File: config.mk
export PLATFORM = sky130hd
export DESIGN_NAME = usx_top
export DESIGN_NICKNAME = d
export VERILOG_FILES = /design/src/hw/usx_pkg.sv /design/src/hw/usx_baud.sv /design/src/hw/usx_top.sv
export SDC_FILE = /design/constraint.sdc
export NUM_CORES = 1
export LEC_CHECK = 0
export BUFFER_PORTS_ARGS = -buffer_cell sky130_fd_sc_hd__buf_4
export CAP_MARGIN = 5
export CORE_MARGIN = 1.5
export CORE_UTILIZATION = 45
export CTS_CLUSTER_DIAMETER = 80
export CTS_CLUSTER_SIZE = 20
export DETAILED_ROUTE_END_ITERATION = 7
export PLACE_DENSITY = 0.69
export REMOVE_ABC_BUFFERS = 1
export SYNTH_ARGS = -nofsm -noshare
export SYNTH_HDL_FRONTEND = slang
export SYNTH_HIERARCHICAL = 1
export SYNTH_SLANG_ARGS = --single-unit
File: constraint.sdc
create_clock -name clk_sys -period 2.2 [get_ports clk_sys]
set_input_delay 0.11 -clock clk_sys [delete_from_list [all_inputs] [get_ports clk_sys]]
set_output_delay 0.11 -clock clk_sys [all_outputs]
set_load 0.1 [all_outputs]
File: src/hw/usx_pkg.sv
package usx_pkg;

  // ****************************************************************
  // register indices (byte address is four times the index)
  // ****************************************************************
  localparam logic [7:0] USX_IDX_INT_CTRL = 8'h0B;
  localparam logic [7:0] USX_IDX_PERIPH_FLAGS_1 = 8'h0C;
  localparam logic [7:0] USX_IDX_RX_STATUS_CTRL = 8'h18;
  localparam logic [7:0] USX_IDX_TX_HOLDING = 8'h19;
  localparam logic [7:0] USX_IDX_RX_DATA = 8'h1A;
  localparam logic [7:0] USX_IDX_PERIPH_ENABLES_1 = 8'h8C;
  localparam logic [7:0] USX_IDX_TX_STATUS_CTRL = 8'h98;
  localparam logic [7:0] USX_IDX_BAUD_DIVISOR = 8'h99;
  localparam int USX_ADDR_W = 12;

  // ****************************************************************
  // field positions
  // ****************************************************************
  localparam int USX_INT_GLOBAL_EN = 7;
  localparam int USX_INT_PERIPH_EN = 6;
  localparam int USX_PF_RX_DONE = 5;
  localparam int USX_PF_TX_EMPTY = 4;
  localparam int USX_RS_PORT_EN = 7;
  localparam int USX_RS_RX9 = 6;
  localparam int USX_RS_SINGLE_RX = 5;
  localparam int USX_RS_CONT_RX = 4;
  localparam int USX_RS_FRAMING = 2;
  localparam int USX_RS_OVERRUN = 1;
  localparam int USX_RS_RX_NINTH = 0;
  localparam int USX_TS_CLK_SRC = 7;
  localparam int USX_TS_TX9 = 6;
  localparam int USX_TS_TX_EN = 5;
  localparam int USX_TS_SYNC = 4;
  localparam int USX_TS_HIGH_SPEED = 2;
  localparam int USX_TS_SHIFTER_EMPTY = 1;
  localparam int USX_TS_TX_NINTH = 0;

  // ****************************************************************
  // reset values
  // ****************************************************************
  localparam logic [7:0] USX_RST_BYTE = 8'h00;
  localparam logic [7:0] USX_RST_TX_STATUS = 8'h02;

  // ****************************************************************
  // rate generation and framing counts
  // ****************************************************************
  localparam logic [1:0] USX_PRESCALE_NORMAL = 2'h3; // divide by 4 when not high speed
  localparam logic [3:0] USX_OVERSAMPLE_LAST = 4'hF; // 16 ticks per bit
  localparam logic [3:0] USX_START_MID = 4'h7; // middle of start bit
  localparam logic [3:0] USX_BITS_8 = 4'h8;
  localparam logic [3:0] USX_BITS_9 = 4'h9;

  // ****************************************************************
  // types
  // ****************************************************************
  typedef struct packed {
    logic ninth;
    logic [7:0] data;
  } usx_word_s;

  typedef enum logic [1:0] {
    USX_RX_IDLE,
    USX_RX_START,
    USX_RX_DATA,
    USX_RX_STOP
  } usx_rx_state_e;

endpackage : usx_pkg

File: src/hw/usx_baud.sv
`timescale 1ns/1ps
`default_nettype none

module usx_baud
  import usx_pkg::*;
#(
  parameter int DIV_W = 8
) (
  // clock and reset
  input wire logic clk_sys,
  input wire logic srst,
  // control
  input wire logic enable,
  input wire logic high_speed,
  input wire logic [DIV_W-1:0] divisor,
  // sixteen-times-bit-rate tick
  output logic tick
);

  // ****************************************************************
  // prescaler and divisor counter
  // ****************************************************************
  logic [1:0] pre_reg;
  logic [DIV_W-1:0] div_reg;
  logic pre_tick;

  // high speed skips the divide by four
  assign pre_tick = high_speed || (pre_reg == 2'h0);

  // free prescaler
  always_ff @(posedge clk_sys) begin
    if (srst || !enable) begin
      pre_reg <= USX_PRESCALE_NORMAL;
    end else if (pre_reg == 2'h0) begin
      pre_reg <= USX_PRESCALE_NORMAL;
    end else begin
      pre_reg <= pre_reg - 2'h1;
    end
  end

  // count divisor+1 prescaled steps per tick
  always_ff @(posedge clk_sys) begin
    if (srst || !enable) begin
      div_reg <= '0;
      tick <= 1'b0;
    end else begin
      tick <= 1'b0;
      if (pre_tick) begin
        if (div_reg == '0) begin
          div_reg <= divisor;
          tick <= 1'b1;
        end else begin
          div_reg <= div_reg - DIV_W'(1);
        end
      end
    end
  end

endmodule : usx_baud

`default_nettype wire

File: src/hw/usx_top.sv
// Summary of operation
// - normal range divides clock by 64 steps
// - high speed gives four times rate
// - ninth receive bit only when enabled
// - reception starts only with continuous enable
// - done character sets flag, may interrupt
// - status shows ninth bit and errors
// - clearing continuous enable clears errors
// - slave takes shift clock from pin
// - slave keeps transferring during sleep
// - clock source bit clear selects slave
// - slave transmit matches master transmit
// - first word moves to shifter immediately
// - empty flag clear while word held
// - reload shifter, then set empty flag
// - empty event wakes device, vectors interrupt
// - ninth transmit bit from ninth field
// - transmit enabled, starts on holding write
`timescale 1ns/1ps
`default_nettype none

module usx_top
  import usx_pkg::*;
(
  // clock and reset
  input wire logic clk_sys,
  input wire logic srst,
  // apb slave
  input wire logic psel,
  input wire logic penable,
  input wire logic pwrite,
  input wire logic [USX_ADDR_W-1:0] paddr,
  input wire logic [31:0] pwdata,
  output logic [31:0] prdata,
  output logic pready,
  output logic pslverr,
  // serial pins
  input wire logic rx_data_pin_in,
  output logic rx_data_pin_out,
  output logic rx_data_pin_oe,
  input wire logic shift_clock_pin_in,
  // core power state
  input wire logic sleep_mode,
  output logic int_request,
  output logic wake_request
);

  // ****************************************************************
  // declarations
  // ****************************************************************
  logic [7:0] int_ctrl_reg;
  logic [7:0] enables_reg;
  logic [7:0] baud_divisor_reg;
  logic port_en_reg, rx9_reg, single_rx_reg, cont_rx_reg;
  logic clk_src_reg, tx9_reg, tx_en_reg, sync_reg, high_speed_reg, tx_ninth_reg;
  logic framing_reg, overrun_reg, rx_done_reg;
  usx_word_s rx_word_reg;
  logic [7:0] hold_reg;
  logic hold_full_reg;
  logic [8:0] shifter_reg;
  logic [3:0] tx_left_reg;
  logic rx_meta_reg, rx_sync_reg, ck_meta_reg, ck_sync_reg, ck_dly_reg;
  usx_rx_state_e rx_state_reg;
  logic [3:0] rx_tick_reg, rx_bit_reg;
  logic [8:0] rx_shift_reg;
  logic tick;
  logic acc, wr_go, rd_go, rx_done_set, ck_fall, slave_tx, async_rx, tx_empty;
  logic [7:0] rd_mux;
  logic mapped;

  // ****************************************************************
  // helpers
  // ****************************************************************
  function automatic logic hit(input logic [USX_ADDR_W-1:0] a, input logic [7:0] idx);
    hit = (a[USX_ADDR_W-1:2] == {2'b00, idx}) && (a[1:0] == 2'b00);
  endfunction : hit

  function automatic logic [3:0] frame_bits(input logic nine);
    frame_bits = nine ? USX_BITS_9 : USX_BITS_8;
  endfunction : frame_bits

  // ****************************************************************
  // apb slave, one wait state
  // ****************************************************************
  assign acc = psel && penable;
  assign wr_go = acc && pready && pwrite;
  assign rd_go = acc && pready && !pwrite;
  assign mapped = hit(paddr, USX_IDX_INT_CTRL) || hit(paddr, USX_IDX_PERIPH_FLAGS_1)
    || hit(paddr, USX_IDX_RX_STATUS_CTRL) || hit(paddr, USX_IDX_TX_HOLDING)
    || hit(paddr, USX_IDX_RX_DATA) || hit(paddr, USX_IDX_PERIPH_ENABLES_1)
    || hit(paddr, USX_IDX_TX_STATUS_CTRL) || hit(paddr, USX_IDX_BAUD_DIVISOR);

  // transmitter wants data when enabled and holding is free
  assign tx_empty = tx_en_reg && !hold_full_reg;

  // read multiplexer
  always_comb begin
    rd_mux = 8'h00;
    if (hit(paddr, USX_IDX_INT_CTRL)) begin
      rd_mux = int_ctrl_reg;
    end else if (hit(paddr, USX_IDX_PERIPH_FLAGS_1)) begin
      rd_mux[USX_PF_RX_DONE] = rx_done_reg;
      rd_mux[USX_PF_TX_EMPTY] = tx_empty;
    end else if (hit(paddr, USX_IDX_RX_STATUS_CTRL)) begin
      rd_mux[USX_RS_PORT_EN] = port_en_reg;
      rd_mux[USX_RS_RX9] = rx9_reg;
      rd_mux[USX_RS_SINGLE_RX] = single_rx_reg;
      rd_mux[USX_RS_CONT_RX] = cont_rx_reg;
      rd_mux[USX_RS_FRAMING] = framing_reg;
      rd_mux[USX_RS_OVERRUN] = overrun_reg;
      rd_mux[USX_RS_RX_NINTH] = rx_word_reg.ninth;
    end else if (hit(paddr, USX_IDX_RX_DATA)) begin
      rd_mux = rx_word_reg.data;
    end else if (hit(paddr, USX_IDX_PERIPH_ENABLES_1)) begin
      rd_mux = enables_reg;
    end else if (hit(paddr, USX_IDX_TX_STATUS_CTRL)) begin
      rd_mux[USX_TS_CLK_SRC] = clk_src_reg;
      rd_mux[USX_TS_TX9] = tx9_reg;
      rd_mux[USX_TS_TX_EN] = tx_en_reg;
      rd_mux[USX_TS_SYNC] = sync_reg;
      rd_mux[USX_TS_HIGH_SPEED] = high_speed_reg;
      rd_mux[USX_TS_SHIFTER_EMPTY] = (tx_left_reg == 4'h0);
      rd_mux[USX_TS_TX_NINTH] = tx_ninth_reg;
    end else if (hit(paddr, USX_IDX_BAUD_DIVISOR)) begin
      rd_mux = baud_divisor_reg;
    end
  end

  // handshake and read data capture
  always_ff @(posedge clk_sys) begin
    if (srst) begin
      pready <= 1'b0;
      pslverr <= 1'b0;
      prdata <= 32'h0000_0000;
    end else begin
      pready <= acc && !pready;
      pslverr <= acc && !pready && !mapped;
      if (acc && !pready) begin
        prdata <= {24'h00_0000, rd_mux};
      end
    end
  end

  // ****************************************************************
  // software control registers
  // ****************************************************************
  always_ff @(posedge clk_sys) begin
    if (srst) begin
      int_ctrl_reg <= USX_RST_BYTE;
      enables_reg <= USX_RST_BYTE;
      baud_divisor_reg <= USX_RST_BYTE;
      {port_en_reg, rx9_reg, single_rx_reg, cont_rx_reg} <= 4'h0;
      {clk_src_reg, tx9_reg, tx_en_reg, sync_reg} <= USX_RST_TX_STATUS[7:4];
      high_speed_reg <= USX_RST_TX_STATUS[USX_TS_HIGH_SPEED];
      tx_ninth_reg <= USX_RST_TX_STATUS[USX_TS_TX_NINTH];
    end else if (wr_go && mapped) begin
      if (hit(paddr, USX_IDX_INT_CTRL)) begin
        int_ctrl_reg[USX_INT_GLOBAL_EN] <= pwdata[USX_INT_GLOBAL_EN];
        int_ctrl_reg[USX_INT_PERIPH_EN] <= pwdata[USX_INT_PERIPH_EN];
      end
      if (hit(paddr, USX_IDX_PERIPH_ENABLES_1)) begin
        enables_reg <= pwdata[7:0];
      end
      if (hit(paddr, USX_IDX_BAUD_DIVISOR)) begin
        baud_divisor_reg <= pwdata[7:0];
      end
      if (hit(paddr, USX_IDX_RX_STATUS_CTRL)) begin
        port_en_reg <= pwdata[USX_RS_PORT_EN];
        rx9_reg <= pwdata[USX_RS_RX9];
        single_rx_reg <= pwdata[USX_RS_SINGLE_RX];
        cont_rx_reg <= pwdata[USX_RS_CONT_RX];
      end
      if (hit(paddr, USX_IDX_TX_STATUS_CTRL)) begin
        clk_src_reg <= pwdata[USX_TS_CLK_SRC];
        tx9_reg <= pwdata[USX_TS_TX9];
        tx_en_reg <= pwdata[USX_TS_TX_EN];
        sync_reg <= pwdata[USX_TS_SYNC];
        high_speed_reg <= pwdata[USX_TS_HIGH_SPEED];
        tx_ninth_reg <= pwdata[USX_TS_TX_NINTH];
      end
    end
  end

  // ****************************************************************
  // pin synchronisers
  // ****************************************************************
  always_ff @(posedge clk_sys) begin
    if (srst) begin
      {rx_meta_reg, rx_sync_reg} <= 2'b11;
      {ck_meta_reg, ck_sync_reg, ck_dly_reg} <= 3'b000; // no false falling edge after reset
    end else begin
      rx_meta_reg <= rx_data_pin_in;
      rx_sync_reg <= rx_meta_reg;
      ck_meta_reg <= shift_clock_pin_in;
      ck_sync_reg <= ck_meta_reg;
      ck_dly_reg <= ck_sync_reg;
    end
  end

  // external clock falling edge advances the shifter
  assign ck_fall = ck_dly_reg && !ck_sync_reg;

  // ****************************************************************
  // baud rate generator
  // ****************************************************************
  usx_baud #(
    .DIV_W(8)
  ) u_baud (
    .clk_sys(clk_sys),
    .srst(srst),
    .enable(port_en_reg),
    .high_speed(high_speed_reg),
    .divisor(baud_divisor_reg),
    .tick(tick)
  );

  // ****************************************************************
  // asynchronous receiver
  // ****************************************************************
  assign async_rx = port_en_reg && !sync_reg && cont_rx_reg;

  // framing state machine, 16 ticks per bit
  always_ff @(posedge clk_sys) begin
    if (srst || !async_rx) begin
      rx_state_reg <= USX_RX_IDLE;
      rx_tick_reg <= 4'h0;
      rx_bit_reg <= 4'h0;
      rx_shift_reg <= 9'h000;
    end else begin
      unique case (rx_state_reg)
        USX_RX_IDLE: begin
          rx_tick_reg <= 4'h0;
          if (!rx_sync_reg && !overrun_reg) begin
            rx_state_reg <= USX_RX_START;
          end
        end
        USX_RX_START: begin
          if (tick) begin
            rx_tick_reg <= rx_tick_reg + 4'h1;
            if (rx_tick_reg == USX_START_MID) begin
              rx_tick_reg <= 4'h0;
              rx_bit_reg <= 4'h0;
              rx_state_reg <= rx_sync_reg ? USX_RX_IDLE : USX_RX_DATA;
            end
          end
        end
        USX_RX_DATA: begin
          if (tick) begin
            rx_tick_reg <= rx_tick_reg + 4'h1;
            if (rx_tick_reg == USX_OVERSAMPLE_LAST) begin
              rx_shift_reg <= {rx_sync_reg, rx_shift_reg[8:1]};
              rx_bit_reg <= rx_bit_reg + 4'h1;
              if (rx_bit_reg == frame_bits(rx9_reg) - 4'h1) begin
                rx_state_reg <= USX_RX_STOP;
              end
            end
          end
        end
        USX_RX_STOP: begin
          if (tick) begin
            rx_tick_reg <= rx_tick_reg + 4'h1;
            if (rx_tick_reg == USX_OVERSAMPLE_LAST) begin
              rx_state_reg <= USX_RX_IDLE;
            end
          end
        end
      endcase
    end
  end

  // character complete at middle of stop bit
  assign rx_done_set = async_rx && tick && (rx_state_reg == USX_RX_STOP)
    && (rx_tick_reg == USX_OVERSAMPLE_LAST);

  // received word, errors and done flag
  always_ff @(posedge clk_sys) begin
    if (srst) begin
      rx_word_reg <= '0;
      rx_done_reg <= 1'b0;
      framing_reg <= 1'b0;
      overrun_reg <= 1'b0;
    end else begin
      if (rd_go && hit(paddr, USX_IDX_RX_DATA)) begin
        rx_done_reg <= 1'b0;
      end
      if (!cont_rx_reg) begin
        framing_reg <= 1'b0;
        overrun_reg <= 1'b0;
      end
      if (rx_done_set) begin
        if (rx_done_reg && !(rd_go && hit(paddr, USX_IDX_RX_DATA))) begin
          overrun_reg <= 1'b1; // unread word kept, new one lost
        end else begin
          rx_done_reg <= 1'b1;
          framing_reg <= !rx_sync_reg;
          rx_word_reg.ninth <= rx9_reg ? rx_shift_reg[8] : 1'b0;
          rx_word_reg.data <= rx9_reg ? rx_shift_reg[7:0] : rx_shift_reg[8:1];
        end
      end
    end
  end

  // ****************************************************************
  // synchronous slave transmitter
  // ****************************************************************
  assign slave_tx = port_en_reg && sync_reg && !clk_src_reg && tx_en_reg;

  // holding register and shifter, shifter advanced by the external edge only
  always_ff @(posedge clk_sys) begin
    if (srst) begin
      hold_reg <= 8'h00;
      hold_full_reg <= 1'b0;
      shifter_reg <= 9'h000;
      tx_left_reg <= 4'h0;
    end else begin
      if (wr_go && hit(paddr, USX_IDX_TX_HOLDING)) begin
        hold_reg <= pwdata[7:0];
        hold_full_reg <= 1'b1;
      end
      if (!slave_tx) begin
        tx_left_reg <= 4'h0;
      end else if (tx_left_reg == 4'h0) begin
        if (hold_full_reg) begin
          shifter_reg <= {tx_ninth_reg, hold_reg};
          tx_left_reg <= frame_bits(tx9_reg);
          hold_full_reg <= wr_go && hit(paddr, USX_IDX_TX_HOLDING);
        end
      end else if (ck_fall) begin
        shifter_reg <= {1'b0, shifter_reg[8:1]};
        tx_left_reg <= tx_left_reg - 4'h1;
      end
    end
  end

  // data pin drives the shifter's low bit while transmitting
  always_ff @(posedge clk_sys) begin
    if (srst) begin
      rx_data_pin_out <= 1'b1;
      rx_data_pin_oe <= 1'b0;
    end else begin
      rx_data_pin_out <= shifter_reg[0];
      rx_data_pin_oe <= slave_tx && !cont_rx_reg && !single_rx_reg;
    end
  end

  // ****************************************************************
  // interrupt request and wake
  // ****************************************************************
  always_ff @(posedge clk_sys) begin
    if (srst) begin
      int_request <= 1'b0;
      wake_request <= 1'b0;
    end else begin
      wake_request <= sleep_mode && ((rx_done_reg && enables_reg[USX_PF_RX_DONE])
        || (tx_empty && enables_reg[USX_PF_TX_EMPTY]));
      int_request <= int_ctrl_reg[USX_INT_GLOBAL_EN] && int_ctrl_reg[USX_INT_PERIPH_EN]
        && ((rx_done_reg && enables_reg[USX_PF_RX_DONE])
        || (tx_empty && enables_reg[USX_PF_TX_EMPTY]));
    end
  end

endmodule : usx_top

`default_nettype wire

Word-level counts from Yosys, hierarchy flattened
Cells that the tools add are included.

word-level totals
  register bits = 111
  word-level logic and storage cells = 215
  output and inout bits = 38
  input port bits = 52

cells by class
  eq/ne operators = 24
  add/sub/neg operators = 6
  reduce and logical (&&, ||, !) cells = 84
  bitwise gates (word level) = 3
  mux-type cells = 57

operators with widths
  cell                                                                     number
  4-bit 2-to-1 mux                                                         13
  8-bit 2-to-1 mux                                                         6
  1-bit logical AND                                                        36
  10-bit by 5-bit == test with 1-bit output, second input constant         3
  10-bit by 8-bit == test with 1-bit output, second input constant         3
  9-bit 2-to-1 mux                                                         3
  2-bit 2-to-1 mux                                                         11
  10-bit by 4-bit == test with 1-bit output, second input constant         2
  1-bit 2-to-1 mux                                                         19
  2-bit AND reduction                                                      8
  1-bit logical NOT                                                        14
  2-bit inequality test, second input constant                             6
  4-bit one-hot mux with 3 select lines                                    1
  1-bit logical OR                                                         11
  4-bit by 1-bit adder with 4-bit output, second input constant            2
  8-bit logical NOT                                                        1
  2-bit by 1-bit inequality test with 1-bit output, second input constant  4
  2-bit one-hot mux with 4 select lines                                    1
  4-bit one-hot mux with 2 select lines                                    1
  8-bit AND reduction                                                      1
  2-bit OR reduction                                                       4
  4-bit by 1-bit subtractor with 4-bit output, second input constant       2
  8-bit by 1-bit subtractor with 8-bit output, second input constant       1
  2-bit logical NOT                                                        3
  12 further kinds                                                         18

Depth between registers and ports, before layout
  depth after elaboration = 11
  depth in mapped cells = 7
  gate-level depth less buffers = 6

Modules after synthesis
Netlist, hierarchy kept.

modules (own cells, without submodules)
  module    cells each  seq. area each (um^2)  area each (um^2)  instances
  usx_top   538         2,001.9                4,783.3           1
  usx_baud  71          220.2                  619.3             1

Least setup slack after synthesis
Ideal clock, no wire load.

  path type = register to register
  from = register pready
  to = register hold_reg[2]
  required time = 2.072 ns
  path buffers = 1
  cell stages (with the launch flop) = 6
  period minus slack after synthesis = 2.544 ns
  setup time = 0.128 ns
  path slack = -0.344 ns
  arrival time = 2.417 ns
  cell sequence = dfxtp_1 > nand4_1 > or4_1 > buf_2 > mux2i_1 > nor2_1

on the way
  cells in the longest elaborated chain, start to end = 3

ends and longest elaborated chain
  element                          RTL line        source
  start, declared                  usx_top.sv:35   output logic pready,
  start signal, assigned           usx_top.sv:136  pready <= acc && !pready;
  1-bit logical AND (2 in series)  usx_top.sv:86   assign wr_go = acc && pready && pwrite;
  1-bit logical AND                usx_top.sv:316  if (wr_go && hit(paddr, USX_IDX_TX_HOLDING)) begin
  end signal, assigned             usx_top.sv:317  hold_reg <= pwdata[7:0];
  end, declared                    usx_top.sv:58   logic [7:0] hold_reg;

Every way passes these cells.
A chain may end at the register's enable or synchronous reset.

Final worst setup path
  from = register rx_tick_reg[0]
  to = register framing_reg

on the way
  cells in the longest elaborated chain, start to end = 3

ends and longest elaborated chain
  element                 RTL line        source
  start, declared         usx_top.sv:64   logic [3:0] rx_tick_reg, rx_bit_reg;
  start signal, assigned  usx_top.sv:239  rx_tick_reg <= rx_tick_reg + 4'h1;
  start signal, assigned  usx_top.sv:249  rx_tick_reg <= rx_tick_reg + 4'h1;
  start signal, assigned  usx_top.sv:261  rx_tick_reg <= rx_tick_reg + 4'h1;
  4-bit == test           usx_top.sv:273  && (rx_tick_reg == USX_OVERSAMPLE_LAST);
  1-bit logical AND       usx_top.sv:273
  1-bit 2-to-1 mux        usx_top.sv:290  if (rx_done_set) begin
  end signal, assigned    usx_top.sv:295  framing_reg <= !rx_sync_reg;
  end, declared           usx_top.sv:56   logic framing_reg, overrun_reg, rx_done_reg;

Every way passes these cells.

==> run_results.csv <==
group,metric,value,unit
placed_design,routabilityCongestion,0.897,
layout,final_cell_mix,"111 x dfxtp_1, 85 x nor2_1, 65 x buf_4",
synthesis,ys_seq_elements,111,
setup_path,r2r_end,"framing_reg",
setup_path,critical_path.max_stage_delay,0.42,ns
routing,first_pass_iters,7,
synthesis,synth_edf_count,0,
synthesis,syn_avg_cell_area,8.87,um2
hold_path,min_from,"pwdata[1]",
setup_path,crit_family,"simple AND/OR/NAND/NOR gates",
synthesis,synth_cell_types,77,
global_routing,overflow,0,
sta,slew_headroom,58.9,%
layout,fillers,1050,
placed_design,dp.cells,782,
routing,drtIter0Drc,323,
run_status,status,"complete, but fails checks",
global_routing,grt_use_met1,30.1,%
sta,slew_violations,0,
setup_path,critical_path.startpoint_type,"flip-flop",
power,power_leakage,0.00226,uW
synthesis,async_flop_share,0,%
placed_design,place_hpwl,9630,um
routing,wl,13200,um
layout,nNetsFinal,710,
die,start_util,46.7,%
die,die_h,113,um
layout,postLayoutCoreUtil,53.3,%
setup_path,cp_max_fo,12,
sta,final.setup_skew,0.00720,ns
setup_path,crit_path_end_kind,"flip-flop",
global_routing,busiest_layer,"met2",
synthesis,syn_area,5400,um2
layout,finalNonFillerCells,800,
die,io_pins,90,
cts,clock_path_buffers,2,
die,die_w,113,um
power,powerDensity,659,nW/um2
routing,wl_per_cell,16.5,um
setup_path,r2r_start,"rx_tick_reg[0]",
sta,fin_ws,0.350,ns
die,die-area,12700,um2
routing,via_per_inst,5.81,
global_routing,antenna_found_initial,0,
run,maxCapViolations,0,
routing,drc_errors,6,
synthesis,synth-warning-count,6,
routing,num_vias,4646,
layout,area_delta_synth_final,14.2,%
setup_path,path_buf_inv,0,
setup_path,crit_chain,"ha_1, nand4_1, nor2_1, nand3_1, or3_1, a21oi_1",
global_routing,grt_pass1_vias,4454,
cts,htreeDepth,3,
setup_path,arrival,2.13,ns
die,core,11600,um2
sta,fmax,541,MHz
cts,clock_latency,0.35,ns
placed_design,dp_slack,0.169,ns
global_routing,grt_max_degree,52,
sta,finalSetupViolations,0,
hold_path,min_path_type,"in2reg",
synthesis,synthCells,609,
cts,post_cts_resized,0,
synthesis,synth_seq_area_share,41.1,%
sta,min_period,1.85,ns
setup_path,cp.required,2.48,ns
cts,cts.clk_slew.worst_paths,0.07,ns
cts,root_buffer,"clkbuf_16",
setup_path,ff2ff_setup_slack,0.35,ns
layout,final_common_cell,"dfxtp_1",
global_routing,grt.total_usage,21.8,%
die,rows,39,
cts,clkSinkCount,111,
sta,finalCritPeriodShare,84.1,%
hold_path,holdPathStages,3,
setup_path,cp_slowest_cell,"or3_1",
layout,drive_above_1_share,17.0,%
power,ir_worst_vdd,340,uV
setup_path,crit_type,"reg2reg",
sta,tightestPinTransition,0.615,ns
placed_design,port_buffers,41,
cts,cts_made_buffers,9,
sta,hold_viol,0,
setup_path,reg2reg_depth,6,
run_status,violations,"DRC",
placed_design,dpl_cell_area,5840,um2
sta,rsz0062_at_grt,"false",
setup_path,cp.depth,6,
routing,ant_nets,0,
cts,cts_tree,"yes",
synthesis,dominantRegCellSynth,"dfxtp_1",
global_routing,grt_pass1_wl,22300,um
global_routing,use_met2,34.2,%
layout,design_area,6170,um2
layout,antenna_cells,0,
global_routing,grtUsageMet3,3.78,%
hold_path,min_to,"baud_divisor_reg[1]",
## how the worst max path moves through the flow
stage                         startpoint                  end  slack (ns)
after floorplan           tx_left_reg[0]       shifter_reg[8]       -0.82
after global placement         paddr[11]            prdata[0]        0.22
after detailed placement       paddr[11]  baud_divisor_reg[0]        0.17
after CTS                 rx_tick_reg[0]          framing_reg        0.37
after global routing      rx_tick_reg[0]          framing_reg        0.12
final                     rx_tick_reg[0]          framing_reg        0.35
## final cells by class
| class | count | area [um2] | share of cell area (%) |
|---|---|---|---|
| multi-input cells | 455 | 2920 | 47.3 |
| flip-flops and latches | 111 | 2220 | 36.0 |
| repair buffers | 68 | 518 | 8.40 |
| clock buffers | 12 | 256 | 4.16 |
| well taps | 143 | 179 | 2.90 |
| clock inverters | 3 | 42.5 | 0.690 |
| inverters | 8 | 30.0 | 0.487 |
## cell families (layout without fill, tap and decap cells)
family,after synthesis,after routing,share of synthesized area (%)
other cells,1,24,0.0694
simple gates,234,234,23.0
flops,111,111,41.1
fa+ha+maj,5,5,1.16
buf+inv,66,91,6.53
mux,61,61,11.5
xor+xnor,5,5,0.811
compound gates,126,126,15.7
## metal layers
metal | vias to the layer above | wire (um)
met1 | 2232 | 6240
met3 | 20 | 675
met2 | 135 | 6090
li1 | 2259 | -
met4 | 0 | 226
met5 | - | 0
## cell usage after synthesis (5+ instances only)
| library cell | count | area [um2] |
|---|---|---|
| dfxtp_1 | 111 | 2220 |
| nor2_1 | 85 | 319 |
| mux2i_1 | 52 | 521 |
| a21oi_1 | 34 | 170 |
| nand2_1 | 32 | 120 |
| clkbuf_1 | 25 | 93.8 |
| buf_4 | 24 | 180 |
| nand3_1 | 24 | 120 |
| o21ai_0 | 24 | 120 |
| nand4_1 | 10 | 62.6 |
| a211oi_1 | 9 | 67.6 |
| inv_1 | 8 | 30.0 |
| mux2_2 | 8 | 90.1 |
| nand2b_1 | 8 | 50.1 |
| nor2b_1 | 8 | 50.1 |
| nor3_1 | 8 | 40.0 |
| nor4_1 | 7 | 43.8 |
| and3_1 | 6 | 37.5 |
| buf_2 | 6 | 30.0 |
| or2_2 | 6 | 37.5 |
| a31oi_1 | 5 | 31.3 |
| ha_1 | 5 | 62.6 |
| nor3b_1 | 5 | 37.5 |
## timing repair
item / 4_1_cts / 5_1_grt
hold buffers: 3 / 0
setup buffers: 0 / 0
endpoints found under the setup margin: 0 / 0
hold endpoints to repair: 3 / 0
## tightest hold or removal path, cell delays in order
cell and delay (ns):
buf_4 0.10, mux2i_1 0.06, nor2_1 0.07
## power breakdown
group | switching [uW] | total (uW) | leakage (uW) | internal [uW]
registers | 4.41 | 2020 | 0.000896 | 2020
logic | 314 | 387 | 0.00122 | 73.0
clock network | 718 | 1660 | 0.000145 | 938
total | 1040 | 4060 | 0.00226 | 3030
## stage by stage
| step | TNS (ns) | total power (uW) | hold WS, ns |
|---|---|---|---|
| floorplan | -18.89 | 2330 | 0.177 |
| detailed placement | 0 | 2450 | 0.313 |
| CTS | 0 | 4080 | 0.0395 |
| global placement | 0 | 2450 | 0.314 |
| finish | 0 | 4060 | 0.0381 |
| global route | 0 | 4180 | 0.0533 |
(Power assumes the default switching activity.)
